==> src/alwin_params.svh <==
// Offsets, field positions, reset values and widths of the alarm lock and alert control block
`ifndef ALWIN_PARAMS_SVH
`define ALWIN_PARAMS_SVH

// ----------------------------------------
// Bus widths
// ----------------------------------------
`define ALWIN_ADDR_W 8
`define ALWIN_DATA_W 16
`define ALWIN_TEMP_W 13
`define ALWIN_IRQ_W 3

// ----------------------------------------
// Register offsets
// ----------------------------------------
`define ALWIN_OFS_CONFIG 8'h01
`define ALWIN_OFS_UPPER 8'h02
`define ALWIN_OFS_LOWER 8'h03
`define ALWIN_OFS_CRIT 8'h04
`define ALWIN_OFS_TEMP 8'h05
`define ALWIN_OFS_SMBUS 8'h22
`define ALWIN_OFS_IRQ_STATUS 8'h30
`define ALWIN_OFS_IRQ_MASK 8'h31

// ----------------------------------------
// Configuration register fields
// ----------------------------------------
`define ALWIN_CFG_SHUTDOWN 8
`define ALWIN_CFG_CRIT_LOCK 7
`define ALWIN_CFG_WIN_LOCK 6
`define ALWIN_CFG_CLEAR 5
`define ALWIN_CFG_STATE 4
`define ALWIN_CFG_OUT_EN 3
`define ALWIN_CFG_CRIT_ONLY 2
`define ALWIN_CFG_POLARITY 1
`define ALWIN_CFG_INT_MODE 0

// ----------------------------------------
// Other fields
// ----------------------------------------
`define ALWIN_TEMP_ABOVE_CRIT 15
`define ALWIN_TEMP_ABOVE_UPPER 14
`define ALWIN_TEMP_BELOW_LOWER 13
`define ALWIN_SMBUS_ARA_SEL 0
`define ALWIN_IRQ_ALERT 0
`define ALWIN_IRQ_REFUSED 1
`define ALWIN_IRQ_CLEARED 2

// ----------------------------------------
// Reset values
// ----------------------------------------
`define ALWIN_RST_TRIP 16'h0000
`define ALWIN_RST_SMBUS 1'h0

`endif

==> src/alwin_pkg.sv <==
// Types shared by the alarm lock and alert control block
package alwin_pkg;

   // Stored configuration bits
   typedef struct packed {
      logic shutdown;
      logic crit_lock;
      logic win_lock;
      logic out_en;
      logic crit_only;
      logic polarity;
      logic int_mode;
   } alwin_cfg_t;

   // Trip conditions from the comparator logic
   typedef struct packed {
      logic above_crit;
      logic above_upper;
      logic below_lower;
   } alwin_trip_t;

   // Register port request
   typedef struct packed {
      logic [7:0] addr;
      logic [15:0] wdata;
      logic wr;
      logic rd;
   } alwin_req_t;

endpackage : alwin_pkg

==> src/alwin_ctrl.sv <==
// Alarm window lock, alert clear and alert status bits of a temperature sensor configuration register
//
// Function
// - Alarm window lock low lets upper/lower trip writes through; high ignores them.
// - Alarm window lock resets to 0, reads 1 once set, only power-on reset clears.
// - One plain register write sets the alarm window lock.
// - Writing 1 to clear-alert drops a latched interrupt-mode alert; comparator mode unaffected.
// - Clear-alert bit is write-only and always reads 0.
// - With alert response select 0, an alert response command also clears the alert.
// - Alert status bit reads 1 while the alert output is asserted, else 0.
// - Writes to the alert status bit are ignored.
// - Temperature readout carries the live per-threshold trip flags for the host to read.
// - Either lock set: shutdown may be cleared but not set.
// - Either lock set: alert output enable and polarity writes are ignored.
// - Alarm window lock set: critical-only alert mode writes are ignored.
//
// Design decisions made here: the register addresses and strobed register access.
`include "alwin_params.svh"
`timescale 1ns/1ns
module alwin_ctrl (
   input wire logic ref_clk,
   input wire logic reset_n,
   input wire logic ce,
   input wire logic [7:0] addr,
   input wire logic [15:0] wdata,
   input wire logic wr,
   input wire logic rd,
   output logic [15:0] rdata,
   input wire alwin_pkg::alwin_trip_t trip,
   input wire logic [12:0] temp_value,
   input wire logic ara_detect,
   output logic alert_out,
   output logic alert_oe,
   output logic irq
);

   // ----------------------------------------
   // Request bundle
   // ----------------------------------------
   alwin_pkg::alwin_req_t req;

   always_comb begin
      req.addr = addr;
      req.wdata = wdata;
      req.wr = wr;
      req.rd = rd;
   end

   // ----------------------------------------
   // Address decode
   // ----------------------------------------
   logic wr_cfg;
   logic wr_upper;
   logic wr_lower;
   logic wr_crit;
   logic wr_smbus;
   logic wr_irq_status;
   logic wr_irq_mask;

   assign wr_cfg = req.wr && (req.addr == `ALWIN_OFS_CONFIG);
   assign wr_upper = req.wr && (req.addr == `ALWIN_OFS_UPPER);
   assign wr_lower = req.wr && (req.addr == `ALWIN_OFS_LOWER);
   assign wr_crit = req.wr && (req.addr == `ALWIN_OFS_CRIT);
   assign wr_smbus = req.wr && (req.addr == `ALWIN_OFS_SMBUS);
   assign wr_irq_status = req.wr && (req.addr == `ALWIN_OFS_IRQ_STATUS);
   assign wr_irq_mask = req.wr && (req.addr == `ALWIN_OFS_IRQ_MASK);

   // ----------------------------------------
   // Configuration bits
   // ----------------------------------------
   alwin_pkg::alwin_cfg_t cfg;
   alwin_pkg::alwin_cfg_t next_cfg;
   logic any_lock;
   logic cfg_refused;

   assign any_lock = cfg.crit_lock | cfg.win_lock;

   // Each field is judged on its own so a refused field never blocks its neighbours
   always_comb begin
      next_cfg = cfg;
      cfg_refused = 1'b0;
      if (wr_cfg) begin
         if (req.wdata[`ALWIN_CFG_WIN_LOCK]) begin
            next_cfg.win_lock = 1'b1;
         end
         if (req.wdata[`ALWIN_CFG_CRIT_LOCK]) begin
            next_cfg.crit_lock = 1'b1;
         end
         if (!req.wdata[`ALWIN_CFG_SHUTDOWN]) begin
            next_cfg.shutdown = 1'b0;
         end else if (!any_lock) begin
            next_cfg.shutdown = 1'b1;
         end else if (!cfg.shutdown) begin
            cfg_refused = 1'b1;
         end
         if (!any_lock) begin
            next_cfg.out_en = req.wdata[`ALWIN_CFG_OUT_EN];
            next_cfg.polarity = req.wdata[`ALWIN_CFG_POLARITY];
         end else if ((req.wdata[`ALWIN_CFG_OUT_EN] != cfg.out_en) ||
                      (req.wdata[`ALWIN_CFG_POLARITY] != cfg.polarity)) begin
            cfg_refused = 1'b1;
         end
         if (!cfg.win_lock) begin
            next_cfg.crit_only = req.wdata[`ALWIN_CFG_CRIT_ONLY];
         end else if (req.wdata[`ALWIN_CFG_CRIT_ONLY] != cfg.crit_only) begin
            cfg_refused = 1'b1;
         end
         next_cfg.int_mode = req.wdata[`ALWIN_CFG_INT_MODE];
      end
   end

   // Only reset brings the locks back to zero; no write path clears them
   always_ff @(posedge ref_clk or negedge reset_n) begin
      if (!reset_n) begin
         cfg <= '0;
      end else if (ce) begin
         cfg <= next_cfg;
      end
   end

   // ----------------------------------------
   // Trip registers
   // ----------------------------------------
   logic [15:0] upper_trip;
   logic [15:0] lower_trip;
   logic [15:0] crit_trip;
   logic trip_refused;

   assign trip_refused = ((wr_upper || wr_lower) && cfg.win_lock) || (wr_crit && cfg.crit_lock);

   always_ff @(posedge ref_clk or negedge reset_n) begin
      if (!reset_n) begin
         upper_trip <= `ALWIN_RST_TRIP;
      end else if (ce && wr_upper && !cfg.win_lock) begin
         upper_trip <= req.wdata;
      end
   end

   always_ff @(posedge ref_clk or negedge reset_n) begin
      if (!reset_n) begin
         lower_trip <= `ALWIN_RST_TRIP;
      end else if (ce && wr_lower && !cfg.win_lock) begin
         lower_trip <= req.wdata;
      end
   end

   always_ff @(posedge ref_clk or negedge reset_n) begin
      if (!reset_n) begin
         crit_trip <= `ALWIN_RST_TRIP;
      end else if (ce && wr_crit && !cfg.crit_lock) begin
         crit_trip <= req.wdata;
      end
   end

   // ----------------------------------------
   // Alert response select
   // ----------------------------------------
   logic ara_sel;

   always_ff @(posedge ref_clk or negedge reset_n) begin
      if (!reset_n) begin
         ara_sel <= `ALWIN_RST_SMBUS;
      end else if (ce && wr_smbus) begin
         ara_sel <= req.wdata[`ALWIN_SMBUS_ARA_SEL];
      end
   end

   // ----------------------------------------
   // Alert response command from the serial front end
   // ----------------------------------------
   logic ara_level;
   logic ara_prev;
   logic ara_clear;

   alwin_sync u_ara_sync (
      .ref_clk(ref_clk),
      .reset_n(reset_n),
      .ce(ce),
      .async_in(ara_detect),
      .level(ara_level)
   );

   always_ff @(posedge ref_clk or negedge reset_n) begin
      if (!reset_n) begin
         ara_prev <= 1'b0;
      end else if (ce) begin
         ara_prev <= ara_level;
      end
   end

   assign ara_clear = ara_level && !ara_prev && !ara_sel;

   // ----------------------------------------
   // Alert condition
   // ----------------------------------------
   logic window_cond;
   logic cond;
   logic window_prev;
   logic clear_req;
   logic event_latch;
   logic next_event_latch;
   logic alert_active;
   logic latch_rise;

   assign window_cond = !cfg.shutdown && !cfg.crit_only && (trip.above_upper || trip.below_lower);
   assign cond = window_cond || (!cfg.shutdown && trip.above_crit);
   assign clear_req = (wr_cfg && req.wdata[`ALWIN_CFG_CLEAR]) || ara_clear;
   assign latch_rise = cfg.int_mode && window_cond && !window_prev;

   always_ff @(posedge ref_clk or negedge reset_n) begin
      if (!reset_n) begin
         window_prev <= 1'b0;
      end else if (ce) begin
         window_prev <= window_cond;
      end
   end

   // A fresh trip in the clearing cycle wins over the clear
   always_comb begin
      next_event_latch = event_latch;
      if (!cfg.int_mode) begin
         next_event_latch = 1'b0;
      end else if (latch_rise) begin
         next_event_latch = 1'b1;
      end else if (clear_req) begin
         next_event_latch = 1'b0;
      end
   end

   always_ff @(posedge ref_clk or negedge reset_n) begin
      if (!reset_n) begin
         event_latch <= 1'b0;
      end else if (ce) begin
         event_latch <= next_event_latch;
      end
   end

   // Interrupt mode latches window events; critical stays a live level in both modes
   assign alert_active = cfg.out_en &&
      (cfg.int_mode ? (event_latch || (!cfg.shutdown && trip.above_crit)) : cond);

   // ----------------------------------------
   // Alert pin, open drain
   // ----------------------------------------
   logic alert_state;

   always_ff @(posedge ref_clk or negedge reset_n) begin
      if (!reset_n) begin
         alert_state <= 1'b0;
      end else if (ce) begin
         alert_state <= alert_active;
      end
   end

   // Active low pulls the line while asserted; active high pulls it while idle
   always_ff @(posedge ref_clk or negedge reset_n) begin
      if (!reset_n) begin
         alert_oe <= 1'b0;
      end else if (ce) begin
         alert_oe <= cfg.out_en && (alert_active ^ cfg.polarity);
      end
   end

   always_ff @(posedge ref_clk or negedge reset_n) begin
      if (!reset_n) begin
         alert_out <= 1'b0;
      end else if (ce) begin
         alert_out <= 1'b0;
      end
   end

   // ----------------------------------------
   // Interrupt bank
   // ----------------------------------------
   logic [2:0] irq_set;
   logic [2:0] irq_status;
   logic [2:0] irq_mask;

   always_comb begin
      irq_set = '0;
      irq_set[`ALWIN_IRQ_ALERT] = alert_active && !alert_state;
      irq_set[`ALWIN_IRQ_REFUSED] = cfg_refused || trip_refused;
      irq_set[`ALWIN_IRQ_CLEARED] = event_latch && !next_event_latch;
   end

   alwin_irq #(
      .W(`ALWIN_IRQ_W)
   ) u_irq (
      .ref_clk(ref_clk),
      .reset_n(reset_n),
      .ce(ce),
      .event_set(irq_set),
      .wr_status(wr_irq_status),
      .wr_mask(wr_irq_mask),
      .wdata(req.wdata[2:0]),
      .status(irq_status),
      .mask(irq_mask),
      .irq(irq)
   );

   // ----------------------------------------
   // Read path
   // ----------------------------------------
   logic [15:0] next_rdata;

   always_comb begin
      next_rdata = '0;
      unique case (req.addr)
         `ALWIN_OFS_CONFIG: begin
            next_rdata[`ALWIN_CFG_SHUTDOWN] = cfg.shutdown;
            next_rdata[`ALWIN_CFG_CRIT_LOCK] = cfg.crit_lock;
            next_rdata[`ALWIN_CFG_WIN_LOCK] = cfg.win_lock;
            next_rdata[`ALWIN_CFG_CLEAR] = 1'b0;
            next_rdata[`ALWIN_CFG_STATE] = alert_state;
            next_rdata[`ALWIN_CFG_OUT_EN] = cfg.out_en;
            next_rdata[`ALWIN_CFG_CRIT_ONLY] = cfg.crit_only;
            next_rdata[`ALWIN_CFG_POLARITY] = cfg.polarity;
            next_rdata[`ALWIN_CFG_INT_MODE] = cfg.int_mode;
         end
         `ALWIN_OFS_UPPER: begin
            next_rdata = upper_trip;
         end
         `ALWIN_OFS_LOWER: begin
            next_rdata = lower_trip;
         end
         `ALWIN_OFS_CRIT: begin
            next_rdata = crit_trip;
         end
         `ALWIN_OFS_TEMP: begin
            next_rdata[12:0] = temp_value;
            next_rdata[`ALWIN_TEMP_ABOVE_CRIT] = trip.above_crit;
            next_rdata[`ALWIN_TEMP_ABOVE_UPPER] = trip.above_upper;
            next_rdata[`ALWIN_TEMP_BELOW_LOWER] = trip.below_lower;
         end
         `ALWIN_OFS_SMBUS: begin
            next_rdata[`ALWIN_SMBUS_ARA_SEL] = ara_sel;
         end
         `ALWIN_OFS_IRQ_STATUS: begin
            next_rdata[2:0] = irq_status;
         end
         `ALWIN_OFS_IRQ_MASK: begin
            next_rdata[2:0] = irq_mask;
         end
         default: begin
            next_rdata = '0;
         end
      endcase
   end

   // Data stand only in the cycle after the read strobe
   always_ff @(posedge ref_clk or negedge reset_n) begin
      if (!reset_n) begin
         rdata <= '0;
      end else if (ce) begin
         rdata <= req.rd ? next_rdata : 16'h0000;
      end
   end

endmodule : alwin_ctrl

==> src/alwin_sync.sv <==
// Three-stage synchroniser for an input from outside the clock domain
`timescale 1ns/1ns
module alwin_sync (
   input wire logic ref_clk,
   input wire logic reset_n,
   input wire logic ce,
   input wire logic async_in,
   output logic level
);

   logic meta;
   logic stage2;
   logic stage3;

   always_ff @(posedge ref_clk or negedge reset_n) begin
      if (!reset_n) begin
         meta <= 1'b0;
         stage2 <= 1'b0;
         stage3 <= 1'b0;
      end else if (ce) begin
         meta <= async_in;
         stage2 <= meta;
         stage3 <= stage2;
      end
   end

   // A change counts only once the last two stages agree
   always_ff @(posedge ref_clk or negedge reset_n) begin
      if (!reset_n) begin
         level <= 1'b0;
      end else if (ce && (stage2 == stage3)) begin
         level <= stage3;
      end
   end

endmodule : alwin_sync

==> src/alwin_irq.sv <==
// Sticky interrupt status with write-one-to-clear, mask and level output
`timescale 1ns/1ns
module alwin_irq #(
   parameter int W = 3
) (
   input wire logic ref_clk,
   input wire logic reset_n,
   input wire logic ce,
   input wire logic [W-1:0] event_set,
   input wire logic wr_status,
   input wire logic wr_mask,
   input wire logic [W-1:0] wdata,
   output logic [W-1:0] status,
   output logic [W-1:0] mask,
   output logic irq
);

   logic [W-1:0] next_status;

   // Set wins over a clear in the same cycle
   always_comb begin
      next_status = status;
      if (wr_status) begin
         next_status = status & ~wdata;
      end
      next_status = next_status | event_set;
   end

   always_ff @(posedge ref_clk or negedge reset_n) begin
      if (!reset_n) begin
         status <= '0;
      end else if (ce) begin
         status <= next_status;
      end
   end

   always_ff @(posedge ref_clk or negedge reset_n) begin
      if (!reset_n) begin
         mask <= '0;
      end else if (ce && wr_mask) begin
         mask <= wdata;
      end
   end

   always_ff @(posedge ref_clk or negedge reset_n) begin
      if (!reset_n) begin
         irq <= 1'b0;
      end else if (ce) begin
         irq <= |(next_status & mask);
      end
   end

endmodule : alwin_irq

==> config.mk <==
export PLATFORM = sky130hd
export DESIGN_NAME = alwin_ctrl
export DESIGN_NICKNAME = d
export VERILOG_FILES = /design/src/alwin_pkg.sv /design/src/alwin_ctrl.sv /design/src/alwin_sync.sv /design/src/alwin_irq.sv
export VERILOG_INCLUDE_DIRS = /design/src
export SDC_FILE = /design/constraint.sdc
export NUM_CORES = 1
export LEC_CHECK = 0
export BUFFER_PORTS_ARGS = -buffer_cell sky130_fd_sc_hd__buf_4
export CORE_MARGIN = 4
export CORE_UTILIZATION = 31
export DETAILED_ROUTE_END_ITERATION = 10
export GPL_TIMING_DRIVEN = 0
export PLACE_DENSITY_LB_ADDON = 0.25
export SYNTH_ARGS = -nofsm -noshare
export SYNTH_HDL_FRONTEND = slang
export SYNTH_SLANG_ARGS = --single-unit
==> constraint.sdc <==
create_clock -name ref_clk -period 2.6 [get_ports ref_clk]
set_input_delay 0.52 -clock ref_clk [delete_from_list [all_inputs] [get_ports ref_clk]]
set_output_delay 0.52 -clock ref_clk [all_outputs]
set_load 0.1 [all_outputs]
# [After elaboration in Yosys (flattened, before gate mapping)]
# Cells that the tools add are included.
[word_totals] reg_bits=88 in_bits=46 word_cells=119
[op_classes] n_eq_ne=13 n_mux=20 bitwise_logic=8 n_reduce_logical=54
[op_table] cell="logical AND 1 bit" n=30
[op_table] cell="one-hot mux 6 bit (5 select lines)" n=1
[op_table] cell="one-hot mux 7 bit (4 select lines)" n=1
[op_table] cell="== test 8 x 6 -> 1 bit, second input constant" n=3
[op_table] cell="== test 8 x 2 -> 1 bit, second input constant" n=2
[op_table] cell="== test 8 x 3 -> 1 bit, second input constant" n=2
[op_table] cell="2-to-1 mux 16 bit" n=1
[op_table] cell="AND reduction 3 bit" n=5
[op_table] cell="2-to-1 mux 1 bit" n=14
[op_table] cell="one-hot mux 2 bit (7 select lines)" n=1
[op_table] cell="logical NOT 1 bit" n=9
[op_table] cell="== test 8 x 1 -> 1 bit, second input constant" n=1
[op_table] cell="logical OR 1 bit" n=8
[op_table] cell="one-hot mux 1 bit (8 select lines)" n=1
[op_table] cell="AND 3 bit" n=2
[op_table] cell="2-to-1 mux 3 bit" n=1
[op_table] cell="inequality test 1 bit" n=3
[op_table] cell="NOT 3 bit" n=1
[op_table] cell="OR 3 bit" n=1
[op_table] cell="OR reduction 3 bit" n=1
[op_table] cell="inequality test 2 bit, second input constant" n=1
[op_table] cell="NOT 1 bit" n=2
[op_table] cell="AND reduction 2 bit" n=1
[op_table] cell="== test 1 bit" n=1
[op_table] cell="other kinds (2)" n=2

# [Depth between registers and ports, before layout]
# Gate-level depths: netlist of run 1.
[logic_depth] ltp_word=12 ltp_mapped=8 depth_no_buf=5

# [By module]
# From an unflattened synthesis of run 1, not the netlist that was laid out.
[hier_totals] hier_cells=358 area_unflattened_um2=4342.9
[modules_own_cells] module="alwin_ctrl" instances=1 cells_each=322 area_each_um2=3848.7 seq_area_each_um2=1926.8
[modules_own_cells] module="alwin_irq" instances=1 cells_each=26 area_each_um2=337.8 seq_area_each_um2=175.2
[modules_own_cells] module="alwin_sync" instances=1 cells_each=10 area_each_um2=156.4 seq_area_each_um2=100.1

# [Worst setup path after synthesis of run 1]
# OpenSTA, ideal clock, no wires.
[synth_path] path_type="input to register" startpoint="in addr[4]" endpoint="reg crit_trip[10]" setup_time_ns=0.125 t_arrival_ns=1.952 setup_slack_ns=0.523 cell_stages=6 path_buffers=2 cell_sequence="nor4_2 and4_1 buf_2 nor3b_4 buf_6 mux2_2"
[synth_between] elab_chain_len=4
[synth_lines] element="start: declaration" line="alwin_ctrl.sv:24" rtl="input wire logic [7:0] addr,"
[synth_lines] element="== test 8 x 3 -> 1 bit"
[synth_lines] element="logical AND 1 bit" line="alwin_ctrl.sv:63" rtl="assign wr_crit = req.wr && (req.addr == `ALWIN_OFS_CRIT);"
[synth_lines] element="logical AND 1 bit (2 in series)" line="alwin_ctrl.sv:150" rtl="end else if (ce && wr_crit && !cfg.crit_lock) begin"
[synth_lines] element="end signal: assignment" line="alwin_ctrl.sv:149" rtl="crit_trip <= `ALWIN_RST_TRIP;"
[synth_lines] element="end signal: assignment" line="alwin_ctrl.sv:151" rtl="crit_trip <= req.wdata;"
[synth_lines] element="end: declaration" line="alwin_ctrl.sv:126" rtl="logic [15:0] crit_trip;"
# No other way between the ends.
# A chain may end at the register's enable or synchronous reset.

# [Worst setup path after layout of run 1]
[layout_path] startpoint="in addr[4]" endpoint="reg upper_trip[10]"
[layout_between] elab_chain_len=4
[layout_lines] element="== test 8 x 2 -> 1 bit"
[layout_lines] element="logical AND 1 bit" line="alwin_ctrl.sv:61" rtl="assign wr_upper = req.wr && (req.addr == `ALWIN_OFS_UPPER);"
[layout_lines] element="logical AND 1 bit (2 in series)" line="alwin_ctrl.sv:134" rtl="end else if (ce && wr_upper && !cfg.win_lock) begin"
[layout_lines] element="end signal: assignment" line="alwin_ctrl.sv:133" rtl="upper_trip <= `ALWIN_RST_TRIP;"
[layout_lines] element="end signal: assignment" line="alwin_ctrl.sv:135" rtl="upper_trip <= req.wdata;"
[layout_lines] element="end: declaration" line="alwin_ctrl.sv:124" rtl="logic [15:0] upper_trip;"
# No other way between the ends.

==> out/metrics.cfg, run 1 <==
[outcome]
outcome = finished clean

[detailed_routing]
vias = 3164
firstDrtPassIters = 4
ant_nets = 0
via_per_inst = 5.10
wl_per_cell_um = 18.5
drc = 0
drt_wl_total_mm = 11.5
drt_iter0_markers = 226

[sta]
finalHoldViolCount = 0
maxClockFrequency_mhz = 449
setup_viol = 0
period_needed_ns = 2.23
tns_ns = 0
max_slew_margin = 0.251
finalClockSkew_ns = 0.00732
min_period_over_period = 0.857
drv_slew = 0
rsz0062_at_grt = false
tightest_slew_ns = 1.12

[yosys]
synthesis.nets = 413
synthSimpleGateAreaFrac = 0.115
yosysWarnings = 0
synth_area_leaders = dfrtp_1 51%, mux2_2 17%, mux2i_1 3.0%
ys_seq_area_frac = 0.507
synthAdderAreaFrac = 0
async_flop_share = 1.00
synth_top_area_share = 0.507
synth_top_family_by_area = multiplexers
synth-xor-area-share = 0.00807
synth_edf_count = 0
ys_types = 55
syn_inst = 367
syn-cell-area_um2 = 4340
synth_compound_area_frac = 0.121
yosys.area.top_type = dfrtp_1
synth_mux_area_frac = 0.199
synth_flop_cell = dfrtp_1
ys_seq_elements = 88
synth.avg_cell_area_um2 = 11.8

[setup_path]
start_kind = input pin
cp.required_ns = 2.82
critical_path.max_fanout = 10
arrival_ns = 2.45
cp-end-kind = flip-flop
criticalPathCategory = input pin to flip-flop

[global_routing]
met1_usage = 0.198
grt_pass1_wl_mm = 18.1
grt_max_degree = 89
met3_usage = 0.0324
grt_overflow = 0
top_usage_layer = met2
grt_util_all_layers = 0.148
grtUsageMet2 = 0.238
grt_pass1_vias = 3202
antenna_found_initial = 0

[pwr]
power.density_nw_per_um2 = 589
power_switching_mw = 0.755
power_leakage_nw = 2.48
swShare = 0.240
ir_drop_mv = 0.374
seq_power_share = 0.462
internal_power_mw = 2.39
power_frac_clock = 0.454
p_comb_frac = 0.084

[cells_and_area]
design_area_um2 = 5350
diodes = 0
n_fill_cell = 1322
layout.nets = 485
multi_input_area_um2 = 1920
drive_gt1_frac = 0.374
regArea_um2 = 2200
syn2layout_area_growth_pct = 23.2

[clock_network]
clockRootBuffer = clkbuf_16
htreeDepth = 3
cts_tree = done
clk_pin_slew_ns = 0.07
holdBufCountCts = 0
insertion_delay_ns = 0.34
cts-resized-gates = 0
cts_num_sinks = 88
ctsLongestPathBuffers = 2
cts_buffers = 9
post_cts_buffers = 0

[die]
io_pins = 65
fp.dieW_um = 126
core_area_um2 = 13500
start_util = 0.323
num_rows = 42
die-height_um = 126
dieArea_um2 = 16000

[run]
cap_violations = 0

[min_path]
hold_path.class = input pin to async pin

[placed_design]
hpwlAfterDp_mm = 8.43
portBuffers = 61
gp_congestion = 0.900
place_area_um2 = 5020

[kinds of logic after synthesis]
kind of cell,after synthesis
xor gates and xnor gates,4
buffers and inverters,46
and+or+nand+nor,80
AOI/OAI and AO/OA,70
DFF,88
other,1
muxes,78
[cell usage in the layout (no fill, tap or decap), types with 3 or more instances in the layout]
cell / n
dfrtp_1: 88
buf_4: 65
mux2_2: 65
inv_1: 23
nor2_1: 18
nand2_1: 16
o22ai_1: 16
mux2i_1: 13
a221oi_1: 11
clkbuf_16: 9
buf_2: 8
o21ai_0: 8
clkbuf_1: 7
nand3_1: 6
and2_1: 5
a21o_1: 5
nand4_1: 5
a222oi_1: 5
xor2_1: 4
nor2b_1: 4
nand2b_1: 4
a21oi_1: 4
a21boi_1: 3
[cell type report]
cell class	instances	share of cell area
Sequential cell	88	0.412
Multi-Input combinational cell	233	0.360
Timing Repair Buffer	61	0.0857
Clock buffer	9	0.0421
Tap cell	176	0.0412
Buffer	23	0.0236
Clock inverter	7	0.0194
Inverter	23	0.0161
[worst max-delay path, stage by stage]
cell,delay (ns)
buf_4,0.12
nor4_2,0.33
buf_2,0.27
nand2_2,0.12
nor4_4,0.49
buf_6,0.25
mux2_2,0.35
[layer usage]
metal	wire (um)	share of wire
met5	0	0
met4	182	0.016
met3	601	0.052
met2	5510	0.48
met1	5170	0.45
[worst paths after layout]
| path | end | slack, ns | from | cells past startpoint |
|---|---|---|---|---|
| min | lower_trip[0] | 0.34 | reset_n | 1 |
| max in group asynchronous | u_irq.mask[0] | 1.49 | reset_n | 1 |
| max | upper_trip[10] | 0.37 | addr[4] | 7 |
| min reg2reg | lower_trip[3] | 0.50 | lower_trip[3] | 1 |
| min in group ref_clk | cfg[4] | 0.41 | wdata[6] | 2 |
| max reg2reg | u_irq.irq | 0.56 | cfg[4] | 5 |
[per-stage QoR]
stage          power [mW]   util  cells  setup slack [ns]  hold WS [ns]
2_1_floorplan        1.61      -    367             0.523         0.224
3_3_place_gp         1.74  0.373    604            0.0127         0.481
3_5_place_dp         1.75  0.373    604           -0.0350         0.490
4_1_cts              3.18  0.397    620             0.325         0.400
5_1_grt              3.28  0.397    620             0.240         0.401
6_report             3.15  0.397    620             0.372         0.343
[power groups by stage]
stage	Combinational, mW	Sequential [mW]	Clock [mW]
floorplan	0.132	1.47	0
global placement	0.266	1.48	0
detailed placement	0.270	1.48	0
CTS	0.270	1.45	1.46
global route	0.293	1.46	1.53
finish	0.266	1.45	1.43
[Yosys cell counts (2+ instances only)]
library cell and instances:
nor4_1 2, nand3b_1 2, inv_1 23, a21boi_0 2, a21o_1 5, o21ai_0 8, a21oi_1 4, clkbuf_1 7
buf_6 2, nor3b_4 2, nor3_1 2, mux2_2 65, o22ai_1 16, a221oi_1 11, and4_1 2, mux2i_1 13
nand4_1 5, a21boi_1 3, o32ai_1 2, nand2b_1 4, and2_1 5, nor2_1 18, nand3_1 6, xor2_1 4
buf_1 2, nand2_1 16, buf_4 4, o2111ai_1 2, a222oi_1 5, nor2b_1 4, buf_2 8, o221ai_1 2
and3_1 2, dfrtp_1 88
[flip-flops by register name (all words and copies together) (netlist names)]
name,flops
u_irq.status,3
u_ara_sync.level,1
lower_trip,16
alert_oe,1
u_ara_sync.stage3,1
cfg,7
ara_prev,1
u_ara_sync.meta,1
u_ara_sync.stage2,1
event_latch,1
u_irq.mask,3
alert_state,1
crit_trip,16
window_prev,1
upper_trip,16
u_irq.irq,1
ara_sel,1
rdata,16
Power figures use the tool's default switching activity.
==> run 2, diff against run 1 <==
Settings changed: SYNTH_HIERARCHICAL from default to 1.
==> out/metrics.cfg, run 2 <==
[detailed_routing]
ant_nets = 0
firstDrtPassIters = 4
drt_wl_total_mm = 11.9
drc = 0
via_per_inst = 5.31
wl_per_cell_um = 19.6
vias = 3243
drt_iter0_markers = 192

[pwr]
ir_drop_mv = 0.272
swShare = 0.261
power_frac_clock = 0.403
seq_power_share = 0.488
p_comb_frac = 0.109
power_leakage_nw = 2.44
internal_power_mw = 2.21
power_switching_mw = 0.779
power.density_nw_per_um2 = 565
power_mw = 2.99

[global_routing]
grt_util_all_layers = 0.157
grt_pass1_vias = 3454
grt_max_degree = 89
grt_overflow = 0
antenna_found_initial = 0
grt_pass1_wl_mm = 19.5

[yosys]
synth.avg_cell_area_um2 = 12.1
synthesis.nets = 404
ys_seq_elements = 88
yosysWarnings = 6
synth_flop_cell = dfrtp_1
synth_edf_count = 0
ys_types = 56
yosys.area.top_type = dfrtp_1
syn_inst = 358
ys_seq_area_frac = 0.507
yosysMostFrequentCell = dfrtp_1
syn-cell-area_um2 = 4340
synth_top_cells_by_count = 88 x dfrtp_1, 67 x mux2_2, 20 x nand2_1
synth_area_leaders = dfrtp_1 51%, mux2_2 17%, a22oi_1 3.3%
async_flop_share = 1.00
synth_top_area_share = 0.507

[setup_path]
critical_path.max_fanout = 10
reg2reg_from = ara_sel
arrival_ns = 2.54
cp.required_ns = 2.81
crit_start = addr[2]
start_kind = input pin
criticalPathCategory = input pin to flip-flop
cp-end-kind = flip-flop

[clock_network]
ctsLongestPathBuffers = 2
holdBufCountCts = 0
cts_buffers = 9
cts_num_sinks = 88
post_cts_buffers = 0
clockRootBuffer = clkbuf_16
cts_tree = done
clk_pin_slew_ns = 0.06
cts-resized-gates = 0
htreeDepth = 3
insertion_delay_ns = 0.35

[sta]
finalClockSkew_ns = 0.00505
drv_slew = 0
period_needed_ns = 2.33
setup_viol = 0
tns_ns = 0
rsz0062_at_grt = false
min_period_over_period = 0.897
max_slew_margin = 0.237
maxClockFrequency_mhz = 429
finalHoldViolCount = 0
tightest_slew_ns = 1.14

[placed_design]
portBuffers = 61
place_inst = 595
gp_congestion = 0.892
hpwlAfterDp_mm = 8.76

[outcome]
outcome = finished clean

[min_path]
hold_path.class = input pin to async pin

[cells_and_area]
layout_common_cells = 88 x dfrtp_1, 67 x mux2_2, 64 x buf_4, 20 x nand2_1, 19 x a22oi_1
final_cells = 611
mostFrequentLayoutCell = dfrtp_1
syn2layout_area_growth_pct = 21.9
diodes = 0
layout.nets = 476
drive_gt1_frac = 0.384

[die]
fp.dieW_um = 126
die-height_um = 126
core_area_um2 = 13500
start_util = 0.322
num_rows = 42
io_pins = 65
dieArea_um2 = 16000

[run]
cap_violations = 0

run 2: layer usage:
| layer | up-vias | global-route usage | wire (um) |
|---|---|---|---|
| li1 | 1500 | - | - |
| met1 | 1634 | 0.216 | 5510 |
| met2 | 84 | 0.241 | 5570 |
| met3 | 25 | 0.0231 | 505 |
| met4 | 0 | 0.0795 | 362 |
| met5 | - | 0 | 0 |
run 2: kinds of logic (layout without fill, tap and decap cells):
logic type      Yosys count  in the layout  share of synthesized area
mux                      76             76                      0.198
compound gates           93             93                      0.155
other cells               1              1                   0.000863
xor+xnor                  4              4                    0.00807
simple gates             73             73                      0.103
flops                    88             88                      0.507
buf+inv                  23            100                     0.0279
run 2: worst paths after layout:
path	endpoint	slack [ns]	cells past startpoint
setup / recovery	u_irq/irq	0.27	9
hold / removal	lower_trip[1]	0.38	1
setup reg to reg	u_irq/irq	0.63	6
hold reg to reg	rdata[10]	0.49	1
max in group asynchronous	u_irq/mask[2]	1.46	1
min in group ref_clk	cfg[5]	0.40	2
run 2: through the flow:
step / hold slack [ns] / util / cell area (um2) / worst slack [ns]
after floorplan: 0.224 / - / 4340 / 0.463
after global placement: 0.474 / 0.372 / 5020 / -0.0897
after detailed placement: 0.478 / 0.372 / 5020 / -0.0692
after CTS: 0.395 / 0.392 / 5290 / 0.293
after global routing: 0.401 / 0.392 / 5290 / 0.0494
final: 0.378 / 0.392 / 5290 / 0.268
run 2: power groups by stage:
| stage | Sequential, mW | Combinational [mW] | Clock, mW |
|---|---|---|---|
| 5_1_grt | 1.47 | 0.357 | 1.28 |
| 3_3_place_gp | 1.48 | 0.322 | 0 |
| 4_1_cts | 1.46 | 0.328 | 1.22 |
| 6_report | 1.46 | 0.325 | 1.20 |
| 3_5_place_dp | 1.49 | 0.326 | 0 |
| 2_1_floorplan | 1.49 | 0.161 | 0 |
run 2: worst max-delay path, stage by stage:
cell,delay [ns]
buf_4,0.14
clkbuf_1,0.32
nor4_1,0.34
and4b_1,0.29
nand2_1,0.06
nor2_1,0.35
a21boi_0,0.15
o21ai_0,0.23
a41oi_1,0.14
run 2: layout make-up:
| type | count | area [um2] |
|---|---|---|
| Buffer | 20 | 110 |
| Clock buffer | 9 | 225 |
| Clock inverter | 7 | 47.5 |
| Fill cell | 1354 | 8210 |
| Inverter | 3 | 11.3 |
| Multi-Input combinational cell | 247 | 2020 |
| Sequential cell | 88 | 2200 |
| Tap cell | 176 | 220 |
| Timing Repair Buffer | 61 | 458 |
==> run 3, diff against run 2 <==
Settings changed: BUFFER_PORTS_ARGS -buffer_cell sky130_fd_sc_hd__buf_4 to default, CTS_BUF_LIST from default to sky130_fd_sc_hd__clkbuf_4 sky130_fd_sc_hd__clkbuf_8 sky130_fd_sc_hd__clkbuf_16, DONT_BUFFER_PORTS from default to 1, SYNTH_HIERARCHICAL 1 to default.
==> out/metrics.cfg, run 3 (synthesis results as in run 1) <==
[outcome]
outcome = finished clean

[pwr]
power.density_nw_per_um2 = 616
seq_power_share = 0.484
swShare = 0.238
internal_power_mw = 2.30
power_switching_mw = 0.718
ir_drop_mv = 0.299
p_comb_frac = 0.064
power_frac_clock = 0.452
power_leakage_nw = 2.18

[setup_path]
reg2reg_from = cfg[4]
cp.required_ns = 2.83
critical_path.max_fanout = 9
criticalPathCategory = flip-flop to flip-flop
arrival_ns = 2.38
rr_worst_depth = 5
cp-end-kind = flip-flop
start_kind = flip-flop
rrSetupSlack_ns = 0.45
r2r-end = u_irq.irq

[sta]
drv_slew = 0
finalHoldViolCount = 0
tns_ns = 0
tightest_slew_ns = 0.960
finalClockSkew_ns = 0.00496
max_slew_margin = 0.360
min_period_over_period = 0.827
maxClockFrequency_mhz = 465
rsz0062_at_grt = false
period_needed_ns = 2.15
setup_viol = 0
timing.hold.ws_ns = 0.0493

[placed_design]
place_area_um2 = 4560
portBuffers = 0
place_inst = 543
gp_congestion = 0.869
hpwlAfterDp_mm = 8.45

[die]
die-height_um = 126
num_rows = 42
start_util = 0.323
fp.dieW_um = 126
core_area_um2 = 13500
dieArea_um2 = 16000
io_pins = 65

[detailed_routing]
drt_iter0_markers = 207
ant_nets = 0
drc = 0
firstDrtPassIters = 5
drt_wl_total_mm = 11.6
vias = 2982
wl_per_cell_um = 20.7
via_per_inst = 5.33

[global_routing]
grt_pass1_wl_mm = 18.6
grt_max_degree = 89
grt_overflow = 0
grt_util_all_layers = 0.151
antenna_found_initial = 0
grt_pass1_vias = 3139

[clock_network]
cts_tree = done
cts_num_sinks = 88
clockRootBuffer = clkbuf_16
clk_pin_slew_ns = 0.07
insertion_delay_ns = 0.34
ctsLongestPathBuffers = 2
cts_buffers = 9
htreeDepth = 3
post_cts_buffers = 0

[cells_and_area]
mostFrequentLayoutCell = dfrtp_1
final_cells = 560
diodes = 0
n_fill_cell = 1360
syn2layout_area_growth_pct = 13.0
layout.nets = 425
layout_common_cells = 88 x dfrtp_1, 65 x mux2_2, 23 x inv_1, 18 x nor2_1
drive_gt1_frac = 0.276
design_area_um2 = 4900

[min_path]
hold_path.class = input pin to async pin

[run]
cap_violations = 0

run 3: changes by cell type in the layout (fill, tap and decap cells not counted), sizes merged, moves of 9 or more:
cell | before | now
a22oi | 19 | 0
buf | 72 | 17
inv | 4 | 24
o21ai | 17 | 8
o22ai | 2 | 16
o2bb2ai | 10 | 1
run 3: metal layers:
| metal | track usage | part of all wire |
|---|---|---|
| met1 | 0.200 | 0.44 |
| met2 | 0.234 | 0.46 |
| met3 | 0.0458 | 0.068 |
| met4 | 0.0574 | 0.024 |
| met5 | 0 | 0 |
run 3: layout make-up:
cell class	count	area, um2	share of cell area
clock buffers	11	253	0.0516
well taps	176	220	0.0449
multi-input cells	233	1920	0.393
repair buffers	1	27.5	0.00562
flip-flops and latches	88	2200	0.449
clock inverters	5	62.6	0.0128
plain buffers	23	126	0.0258
inverters	23	86.3	0.0176
run 3: worst max-delay path: stages, from the launching register on:
cell and delay [ns]:
dfrtp_1 0.36, buf_1 0.28, a2111oi_0 0.59, o32ai_1 0.23, a21o_1 0.23, a311o_1 0.34
run 3: power groups by stage:
stage / Combinational, mW / Clock (mW) / Sequential [mW]
floorplan: 0.132 / 0 / 1.47
global placement: 0.161 / 0 / 1.48
detailed placement: 0.165 / 0 / 1.49
CTS: 0.166 / 1.40 / 1.46
global route: 0.217 / 1.45 / 1.47
finish: 0.195 / 1.36 / 1.46
run 3: worst max-delay path by stage:
stage / from / end / cells after the start
detailed placement: addr[4] / crit_trip[12] / 6
global route: cfg[4] / u_irq.irq / 5
global placement: addr[4] / crit_trip[11] / 6
floorplan: addr[4] / crit_trip[10] / 6
CTS: cfg[4] / u_irq.irq / 5
finish: cfg[4] / u_irq.irq / 5
run 3: stage by stage:
step | total power, mW | setup WS, ns | util
floorplan | 1.61 | 0.523 | -
global placement | 1.65 | 0.0968 | 0.339
detailed placement | 1.65 | 0.0806 | 0.339
CTS | 3.03 | 0.435 | 0.362
global route | 3.14 | 0.358 | 0.364
finish | 3.02 | 0.449 | 0.364
run 3: what timing repair did:
action,in CTS,in global routing
gates resized for setup,0,0
setup endpoints to repair,0,0
hold endpoints to repair,88,88
